File: src/aic_pkg.sv
// Package with register map, field layout and timing constants of the control slice.
package aic_pkg;

   // ==========================================================
   // Register offsets
   localparam logic [7:0] AIC_OFS_IRQ_MASK_0 = 8'h33;
   localparam logic [7:0] AIC_OFS_IRQ_LATCHED_STATUS_0 = 8'h36;
   localparam logic [7:0] AIC_OFS_BIAS_FULLSCALE_CONFIG = 8'h3b;
   localparam logic [7:0] AIC_OFS_CHAN1_INPUT_CONFIG = 8'h3c;

   // ==========================================================
   // Reset values
   localparam logic [7:0] AIC_RST_IRQ_MASK_0 = 8'hff;
   localparam logic [7:0] AIC_RST_IRQ_LATCHED_STATUS_0 = 8'h00;
   localparam logic [7:0] AIC_RST_BIAS_FULLSCALE_CONFIG = 8'h00;
   localparam logic [7:0] AIC_RST_CHAN1_INPUT_CONFIG = 8'h00;

   // ==========================================================
   // Field positions
   localparam int AIC_BIT_AUDIO_CLK_ERR = 7;
   localparam int AIC_BIT_PLL_LOCK = 6;
   localparam int AIC_NUM_EVENTS = 2;
   localparam logic [7:0] AIC_EVENT_BITS = 8'hc0;
   localparam int AIC_MIC_BIAS_LSB = 4;
   localparam int AIC_FULLSCALE_LSB = 0;
   localparam int AIC_CH1_KIND_BIT = 7;
   localparam int AIC_CH1_SRC_LSB = 5;
   localparam int AIC_CH1_COUPLING_BIT = 4;
   localparam int AIC_CHAN1_IMPEDANCE_LSB = 2;
   localparam int AIC_CH1_AGC_BIT = 0;

   // Writable bits; everything else is reserved, ignores writes and reads zero.
   localparam logic [7:0] AIC_WMASK_BIAS_FULLSCALE = 8'h73;
   localparam logic [7:0] AIC_WMASK_CHAN1_INPUT = 8'hfd;

   // ==========================================================
   // Interrupt event modes
   typedef enum logic [1:0] {
      AIC_IRQ_LEVEL = 2'b00,
      AIC_IRQ_RSVD = 2'b01,
      AIC_IRQ_REPEAT = 2'b10,
      AIC_IRQ_ONCE = 2'b11
   } aic_irq_mode_e;

   // ==========================================================
   // Timing
   localparam int AIC_CLK_HZ = 10_000_000;
   localparam int AIC_IRQ_PULSE_MS = 2;
   localparam int AIC_IRQ_PERIOD_MS = 4;
   localparam int AIC_IRQ_PULSE_CYC = AIC_IRQ_PULSE_MS * (AIC_CLK_HZ / 1000);
   localparam int AIC_IRQ_PERIOD_CYC = AIC_IRQ_PERIOD_MS * (AIC_CLK_HZ / 1000);
   localparam int AIC_TIMER_W = 16;

   // ==========================================================
   // Carriers
   typedef struct packed {
      logic [2:0] mic_bias_select;
      logic [1:0] fullscale_select;
   } aic_bias_cfg_s;

   typedef struct packed {
      logic chan1_input_kind;
      logic [1:0] chan1_source_select;
      logic chan1_coupling;
      logic [1:0] chan1_impedance;
      logic chan1_auto_gain_enable;
   } aic_chan1_cfg_s;

   typedef struct packed {
      logic irq_polarity;
      logic [1:0] irq_event_mode;
      logic latched_readback_filter;
   } aic_irq_cfg_s;

endpackage

File: src/aic_regs.sv
// Interrupt mask/status, bias/full-scale and channel 1 input configuration registers.
//
// Operation
// - Mask bit 7 blocks clock-error interrupt.
// - Mask bit 6 blocks PLL-lock interrupt.
// - Mask resets all ones; all bits writable.
// - Status bit 7 latches clock error, read-clears.
// - Status bit 6 latches PLL lock, read-clears; bits 5-0 read zero.
// - Bits 6-4 pick microphone bias level.
// - Bits 1-0 pick full-scale reference voltage.
// - Bit 7 picks microphone or line input.
// - Bits 6-5 pick channel 1 source.
// - Bit 4 picks AC or DC coupling.
// - Bits 3-2 pick input impedance.
// - Bit 0 enables channel 1 automatic gain.
// - Readback filter hides masked latched events.
// - Interrupt level, repeating or one-shot pulse.
// - Polarity bit sets interrupt output level.
`timescale 1ns/1ns
`default_nettype none

module aic_regs
   import aic_pkg::*;
#(
   parameter int PULSE_CYC = AIC_IRQ_PULSE_CYC,
   parameter int PERIOD_CYC = AIC_IRQ_PERIOD_CYC
)
(
   input wire logic clk,
   input wire logic rst,
   input wire logic [7:0] reg_addr,
   input wire logic [7:0] reg_wdata,
   input wire logic reg_wr,
   input wire logic reg_rd,
   output logic [7:0] reg_rdata_q,
   output logic reg_rvalid_q,
   input wire aic_irq_cfg_s irq_cfg,
   input wire logic audio_clk_err_evt,
   input wire logic pll_lock_evt,
   output logic irq_out_q,
   output aic_bias_cfg_s bias_cfg,
   output aic_chan1_cfg_s chan1_cfg
);

   // ==========================================================
   // Parameter checks
   // Refused at elaboration, since a timer that wraps would stretch or drop pulses.
   if (PULSE_CYC < 1 || PERIOD_CYC <= PULSE_CYC
      || PERIOD_CYC >= (1 << AIC_TIMER_W)) begin : g_bad_timer
      $error("aic_regs: pulse and period counts do not fit the timer");
   end

   localparam logic [AIC_TIMER_W-1:0] PULSE_T = AIC_TIMER_W'(PULSE_CYC);
   localparam logic [AIC_TIMER_W-1:0] PERIOD_T = AIC_TIMER_W'(PERIOD_CYC);

   // ==========================================================
   // Decode
   logic wr_mask, wr_bias, wr_chan1, rd_status;
   assign wr_mask = reg_wr && (reg_addr == AIC_OFS_IRQ_MASK_0);
   assign wr_bias = reg_wr && (reg_addr == AIC_OFS_BIAS_FULLSCALE_CONFIG);
   assign wr_chan1 = reg_wr && (reg_addr == AIC_OFS_CHAN1_INPUT_CONFIG);
   assign rd_status = reg_rd && (reg_addr == AIC_OFS_IRQ_LATCHED_STATUS_0);

   // ==========================================================
   // Mask register
   logic [7:0] irq_mask_0_q;

   always_ff @(posedge clk) begin
      if (rst) begin
         irq_mask_0_q <= AIC_RST_IRQ_MASK_0;
      end else if (wr_mask) begin
         irq_mask_0_q <= reg_wdata;
      end
   end

   // ==========================================================
   // Latched status
   logic [7:0] status_raw;
   logic [7:0] status_view;
   logic [AIC_NUM_EVENTS-1:0] evt_in;
   logic [AIC_NUM_EVENTS-1:0] evt_flag;
   logic [AIC_NUM_EVENTS-1:0] evt_clear;

   assign evt_in = {audio_clk_err_evt, pll_lock_evt};

   // A read clears only the bits it actually shows, so a masked event hidden by
   // the readback filter stays latched until a read with it unmasked or with the filter off.
   assign evt_clear = {AIC_NUM_EVENTS{rd_status}}
      & status_view[AIC_BIT_AUDIO_CLK_ERR -: AIC_NUM_EVENTS];

   genvar gi;
   generate
      for (gi = 0; gi < AIC_NUM_EVENTS; gi++) begin : g_evt
         aic_sticky_bit u_flag (
            .clk(clk),
            .rst(rst),
            .set_pulse(evt_in[gi]),
            .clear_pulse(evt_clear[gi]),
            .flag_q(evt_flag[gi])
         );
      end
   endgenerate

   assign status_raw = {evt_flag, 6'h00};

   always_comb begin
      if (irq_cfg.latched_readback_filter) begin
         status_view = status_raw & ~irq_mask_0_q;
      end else begin
         status_view = status_raw;
      end
   end

   // ==========================================================
   // Bias and channel 1 configuration
   logic [7:0] bias_fullscale_config_q;
   logic [7:0] chan1_input_config_q;

   always_ff @(posedge clk) begin
      if (rst) begin
         bias_fullscale_config_q <= AIC_RST_BIAS_FULLSCALE_CONFIG;
      end else if (wr_bias) begin
         bias_fullscale_config_q <= reg_wdata & AIC_WMASK_BIAS_FULLSCALE;
      end
   end

   always_ff @(posedge clk) begin
      if (rst) begin
         chan1_input_config_q <= AIC_RST_CHAN1_INPUT_CONFIG;
      end else if (wr_chan1) begin
         // The host must set up the general pins before changing the source.
         chan1_input_config_q <= reg_wdata & AIC_WMASK_CHAN1_INPUT;
      end
   end

   // Reserved codes are stored as written; the analog side treats them as its own.
   assign bias_cfg.mic_bias_select = bias_fullscale_config_q[AIC_MIC_BIAS_LSB +: 3];
   assign bias_cfg.fullscale_select = bias_fullscale_config_q[AIC_FULLSCALE_LSB +: 2];
   assign chan1_cfg.chan1_input_kind = chan1_input_config_q[AIC_CH1_KIND_BIT];
   assign chan1_cfg.chan1_source_select = chan1_input_config_q[AIC_CH1_SRC_LSB +: 2];
   assign chan1_cfg.chan1_coupling = chan1_input_config_q[AIC_CH1_COUPLING_BIT];
   assign chan1_cfg.chan1_impedance = chan1_input_config_q[AIC_CHAN1_IMPEDANCE_LSB +: 2];
   assign chan1_cfg.chan1_auto_gain_enable = chan1_input_config_q[AIC_CH1_AGC_BIT];

   // ==========================================================
   // Read port
   always_ff @(posedge clk) begin
      if (rst) begin
         reg_rvalid_q <= 1'b0;
      end else begin
         reg_rvalid_q <= reg_rd;
      end
   end

   always_ff @(posedge clk) begin
      if (rst) begin
         reg_rdata_q <= 8'h00;
      end else if (reg_rd) begin
         unique case (reg_addr)
            AIC_OFS_IRQ_MASK_0: reg_rdata_q <= irq_mask_0_q;
            AIC_OFS_IRQ_LATCHED_STATUS_0: reg_rdata_q <= status_view;
            AIC_OFS_BIAS_FULLSCALE_CONFIG: reg_rdata_q <= bias_fullscale_config_q;
            AIC_OFS_CHAN1_INPUT_CONFIG: reg_rdata_q <= chan1_input_config_q;
            default: reg_rdata_q <= 8'h00;
         endcase
      end
   end

   // ==========================================================
   // Interrupt generation
   logic [AIC_NUM_EVENTS-1:0] evt_unmasked;
   logic [AIC_NUM_EVENTS-1:0] new_unmasked;
   logic pending;
   logic new_event;
   aic_irq_mode_e mode;

   assign evt_unmasked = evt_flag & ~irq_mask_0_q[AIC_BIT_AUDIO_CLK_ERR -: AIC_NUM_EVENTS];
   assign new_unmasked = evt_in & ~irq_mask_0_q[AIC_BIT_AUDIO_CLK_ERR -: AIC_NUM_EVENTS];
   assign pending = |evt_unmasked;
   assign new_event = |new_unmasked;
   assign mode = aic_irq_mode_e'(irq_cfg.irq_event_mode);

   // Repeat timer: free runs over the whole period while an event is pending.
   logic [AIC_TIMER_W-1:0] rep_cnt_q;

   always_ff @(posedge clk) begin
      if (rst) begin
         rep_cnt_q <= '0;
      end else if (!pending || mode != AIC_IRQ_REPEAT) begin
         rep_cnt_q <= '0;
      end else if (rep_cnt_q == PERIOD_T - 1'b1) begin
         rep_cnt_q <= '0;
      end else begin
         rep_cnt_q <= rep_cnt_q + 1'b1;
      end
   end

   // One-shot timer: reloads on every new unmasked event.
   logic [AIC_TIMER_W-1:0] shot_cnt_q;

   always_ff @(posedge clk) begin
      if (rst) begin
         shot_cnt_q <= '0;
      end else if (mode != AIC_IRQ_ONCE) begin
         shot_cnt_q <= '0;
      end else if (new_event) begin
         shot_cnt_q <= PULSE_T;
      end else if (shot_cnt_q != '0) begin
         shot_cnt_q <= shot_cnt_q - 1'b1;
      end
   end

   logic irq_active;

   always_comb begin
      unique case (mode)
         AIC_IRQ_LEVEL: irq_active = pending;
         AIC_IRQ_RSVD: irq_active = 1'b0;
         AIC_IRQ_REPEAT: irq_active = pending && (rep_cnt_q < PULSE_T);
         AIC_IRQ_ONCE: irq_active = (shot_cnt_q != '0);
      endcase
   end

   // Reset drives the idle level of the default active-low polarity.
   always_ff @(posedge clk) begin
      if (rst) begin
         irq_out_q <= 1'b1;
      end else begin
         irq_out_q <= irq_cfg.irq_polarity ? irq_active : ~irq_active;
      end
   end

endmodule
`default_nettype wire

File: src/aic_sticky_bit.sv
// One latched event flag: set by hardware, cleared by a status read.
`timescale 1ns/1ns
`default_nettype none

module aic_sticky_bit
   import aic_pkg::*;
(
   input wire logic clk,
   input wire logic rst,
   input wire logic set_pulse,
   input wire logic clear_pulse,
   output logic flag_q
);

   // ==========================================================
   // Flag
   // A set in the clearing cycle wins so that no event is lost.
   always_ff @(posedge clk) begin
      if (rst) begin
         flag_q <= 1'b0;
      end else if (set_pulse) begin
         flag_q <= 1'b1;
      end else if (clear_pulse) begin
         flag_q <= 1'b0;
      end
   end

endmodule
`default_nettype wire
File: config.mk
export PLATFORM = sky130hd
export DESIGN_NAME = aic_regs
export DESIGN_NICKNAME = d
export VERILOG_FILES = /design/src/aic_pkg.sv /design/src/aic_regs.sv /design/src/aic_sticky_bit.sv
export SDC_FILE = /design/constraint.sdc
export NUM_CORES = 1
export LEC_CHECK = 0
export BUFFER_PORTS_ARGS = -buffer_cell sky130_fd_sc_hd__buf_2
export CAP_MARGIN = 20
export CORE_MARGIN = 2
export CORE_UTILIZATION = 31
export CTS_CLUSTER_SIZE = 8
export DETAILED_ROUTE_END_ITERATION = 12
export GPL_ROUTABILITY_DRIVEN = 0
export PLACE_DENSITY = 0.56
export SLEW_MARGIN = 20
export SYNTH_ARGS = -nofsm -noshare
export SYNTH_HDL_FRONTEND = slang
export SYNTH_SLANG_ARGS = --single-unit
File: constraint.sdc
create_clock -name clk -period 2.85 [get_ports clk]
set_clock_uncertainty 0.2 [all_clocks]
set_input_delay 0.57 -clock clk [delete_from_list [all_inputs] [get_ports clk]]
set_output_delay 0.57 -clock clk [all_outputs]
set_load 0.02 [all_outputs]
==> impl_metrics.csv <==
group,metric,value,unit
sta,finalHoldViolCount,0,
routing,wl_per_cell,13.4,um
power_and_ir_drop,p_clk_share,25.2,%
cts,cts_htree_levels,3,
sta,fin_crit,2.22,ns
grt,track_usage,14.0,%
synthesis,synthFlopType,"dfxtp_1",
routing,routed_wl,6590,um
power_and_ir_drop,p_sw_share,36.5,%
synthesis,synth-edff-count,0,
grt,first_global_vias,2303,
cts,cts_made_buffers,9,
hold_path,hold_start,"rep_cnt_q[0]$_SDFF_PP0_",
placement,portBuffers,47,
synthesis,syn-num-nets,356,
grt,grt-ovfl-total,0,
synthesis,synth-seq-cells,64,
synthesis,muxShareOfSynthArea,6.32,%
final_layout,fillCellCount,926,
sta,finalSetupViolations,0,
final_layout,fin_cells,492,
power_and_ir_drop,power.switching,1270,uW
final_layout,insertedDiodeCount,0,
cts,cts_buffer_depth,2,
power_and_ir_drop,peakVddDrop,404,uV
cts,cts_hold_buf,0,
floorplanning,die-area,0.00997,sq mm
cts,clkSlewWorstSetupHoldPaths,0.07,ns
worst_setup_path,end_kind,"register",
floorplanning,die_x,99.9,um
cts,cts_sinks,64,
synthesis,netlist_area,0.00285,sq mm
synthesis,synth_fa_ha_area_share,0.878,%
grt,antenna_found_initial,0,
sta,timing.final.crit_share,77.9,%
sta,tns,0,ns
synthesis,synth-simple-area-share,25.8,%
worst_setup_path,cp.required,2.87,ns
sta,slew_viol_final,0,
routing,ant_nets,0,
synthesis,ys_types,44,
worst_setup_path,startpoint,"shot_cnt_q[4]$_SDFFE_PP0P_",
routing,via_per_inst,4.90,
sta,slew_headroom,57.2,%
final_layout,multi_input_area,0.00150,sq mm
worst_setup_path,critPathLaunchType,"register",
cts,cts_root_buffer,"clkbuf_8",
power_and_ir_drop,power.leakage,0.00138,uW
final_layout,fin_area,0.00343,sq mm
power_and_ir_drop,intPower,2210,uW
worst_setup_path,worstSetupPathType,"register to register",
worst_setup_path,timing.rr.start,"shot_cnt_q[4]$_SDFFE_PP0P_",
final_layout,regArea,0.00128,sq mm
run,maxCapViolations,0,
grt,grt_max_degree,18,
routing,drc_errors,0,
synthesis,async_flop_share,0,%
status,status,"complete, no violations",
placement,placed_area,0.00321,sq mm
sta,clock.fmax,451,MHz
worst_setup_path,worstPathArrival,2.24,ns
floorplanning,start_util,32.4,%
placement,dp_hpwl,4800,um
power_and_ir_drop,sequentialPowerShare,30.8,%
final_layout,nets,408,
synthesis,synth_top_family_by_area,"simple AND/OR/NAND/NOR gates",
floorplanning,core-area,0.00881,sq mm
floorplanning,fp.dieH,99.9,um
synthesis,synth_compound_area_share,11.8,%
cts,clk_latency,0.34,ns
routing,firstDrtPassIters,4,
sta,worst_slew_pin_slew,0.641,ns
synthesis,synth.avg_cell_area,8.69,sq um
synthesis,ys.warnings.count,0,
synthesis,synth_cells,328,
floorplanning,num_rows,34,
final_layout,syn2layout_area_growth,20.5,%
cts,ctsResizeCount,0,
hold_path,hold_path.class,"register to register",
placement,place_inst,477,
final_layout,drive_gt1_share,18.8,%
synthesis,synth_seq_area_share,45.0,%
final_layout,utilization,39.0,%
sta,rsz0062_at_grt,"no",
sta,timing.hold.ws,0.264,ns
cts,cts_tree,"yes",
grt,grt_pass1_wl,11000,um
synthesis,synth_xor_area_share,7.69,%
floorplanning,io_pins,48,
power_and_ir_drop,combPwrFrac,44.0,%
routing,drt_iter0_drc,101,
routing,num_vias,2409,
cts,post-cts-setup-buffer-count,0,
power_and_ir_drop,p_per_area,1010,mW/mm^2
worst_setup_path,crit_fanout,6,
==> through the flow <==
| step | setup slack [ns] | total power [uW] |
|---|---|---|
| 3_5_place_dp | 0.430 | 2610 |
| 4_1_cts | 0.600 | 3500 |
| 2_1_floorplan | 0.580 | 2310 |
| 5_1_grt | 0.541 | 3760 |
| 6_report | 0.631 | 3480 |
| 3_3_place_gp | 0.494 | 2600 |
==> cells in the mapped netlist, types with 3 or more instances <==
library cell  count  area (sq um)
nor4_1            4          25.0
or4_1             4          30.0
o21ai_0          11          55.1
nand3_1          21           105
nand2_1          33           124
nor2b_1           3          18.8
xnor2_1          13           114
o31ai_1           4          30.0
and3_1            3          18.8
dfxtp_1          64          1280
nor3_1           10          50.1
xor2_1           12           105
a21oi_1          16          80.1
inv_1             8          30.0
and2_1            4          25.0
a22o_1           10          87.6
nor2_1           44           165
nand2b_1          4          25.0
clkbuf_1          8          30.0
mux2i_1          18           180
==> power by group through the flow <==
stage / clock, uW / combinational, uW / sequential, uW
after floorplan: 0 / 1240 / 1070
after global placement: 0 / 1510 / 1080
after global routing: 938 / 1740 / 1090
after CTS: 895 / 1540 / 1070
after detailed placement: 0 / 1520 / 1090
final: 877 / 1530 / 1070
==> cell usage in the layout (no fill, tap or decap), types with 2 or more instances in the layout <==
cell type	synthesis	layout
a211oi_1	2	2
nor2_1	44	44
o211ai_1	2	2
xor2_1	12	12
and2_1	4	4
inv_1	8	8
nor4_1	4	4
and3_1	3	3
or4_4	2	2
o21ai_0	11	11
or4_1	4	4
nor3_1	10	10
nand3_1	21	21
nand2_1	33	33
a22oi_1	2	2
nor2b_1	3	3
xnor2_1	13	13
dfxtp_1	64	64
nand3b_1	2	2
clkbuf_8	0	11
nor4b_1	2	2
ha_1	2	2
mux2i_1	18	18
nor3b_1	2	2
buf_4	0	4
buf_2	2	47
a22o_1	10	10
bufinv_16	0	2
a21oi_1	16	16
nand2b_1	4	4
o31ai_1	4	4
nand4_1	2	2
==> critical path, stage by stage (launching register included) <==
cell     delay [ns]
dfxtp_1        0.37
or4_4          0.58
or2_1          0.25
or4_1          0.49
xor2_1         0.15
nor2_1         0.05
==> final cells by class <==
cell class,count,area share [%]
flip-flops and latches,64,37.3
clock buffers,12,4.52
multi-input cells,245,43.6
clock inverters,3,1.90
repair buffers,51,7.73
inverters,9,0.984
well taps,108,3.94
==> per-layer routing <==
layer | routed length, um | vias to the layer above | track usage [%]
li1 | - | 1257 | -
met1 | 3150 | 1107 | 17.6
met2 | 3000 | 35 | 21.9
met3 | 292 | 10 | 3.48
met4 | 151 | 0 | 7.90
met5 | 0 | - | 0
==> registers in the layout, summed over array words and instances, names as in the netlist <==
name,count
bias_fullscale_config_q,5
chan1_input_config_q,7
g_evt.u_flag.flag_q,2
irq_mask_0_q,8
irq_out_q,1
reg_rdata_q,8
reg_rvalid_q,1
rep_cnt_q,16
shot_cnt_q,16
==> logic make-up after synthesis <==
logic type | count (synthesis)
simple gates | 148
flops | 64
compound gates | 52
xor+xnor | 25
buf+inv | 19
mux | 18
fa+ha+maj | 2
==> path summary, 6_finish.rpt <==
kind | slack (ns) | end | cells after the start
worst min-delay path | 0.26 | rep_cnt_q[0]$_SDFF_PP0_ | 1
worst max-delay path | 0.63 | shot_cnt_q[13]$_SDFFE_PP0P_ | 5
worst min register to register | 0.26 | rep_cnt_q[0]$_SDFF_PP0_ | 1
worst max register to register | 0.63 | shot_cnt_q[13]$_SDFFE_PP0P_ | 5
(Power assumes the default switching activity.)
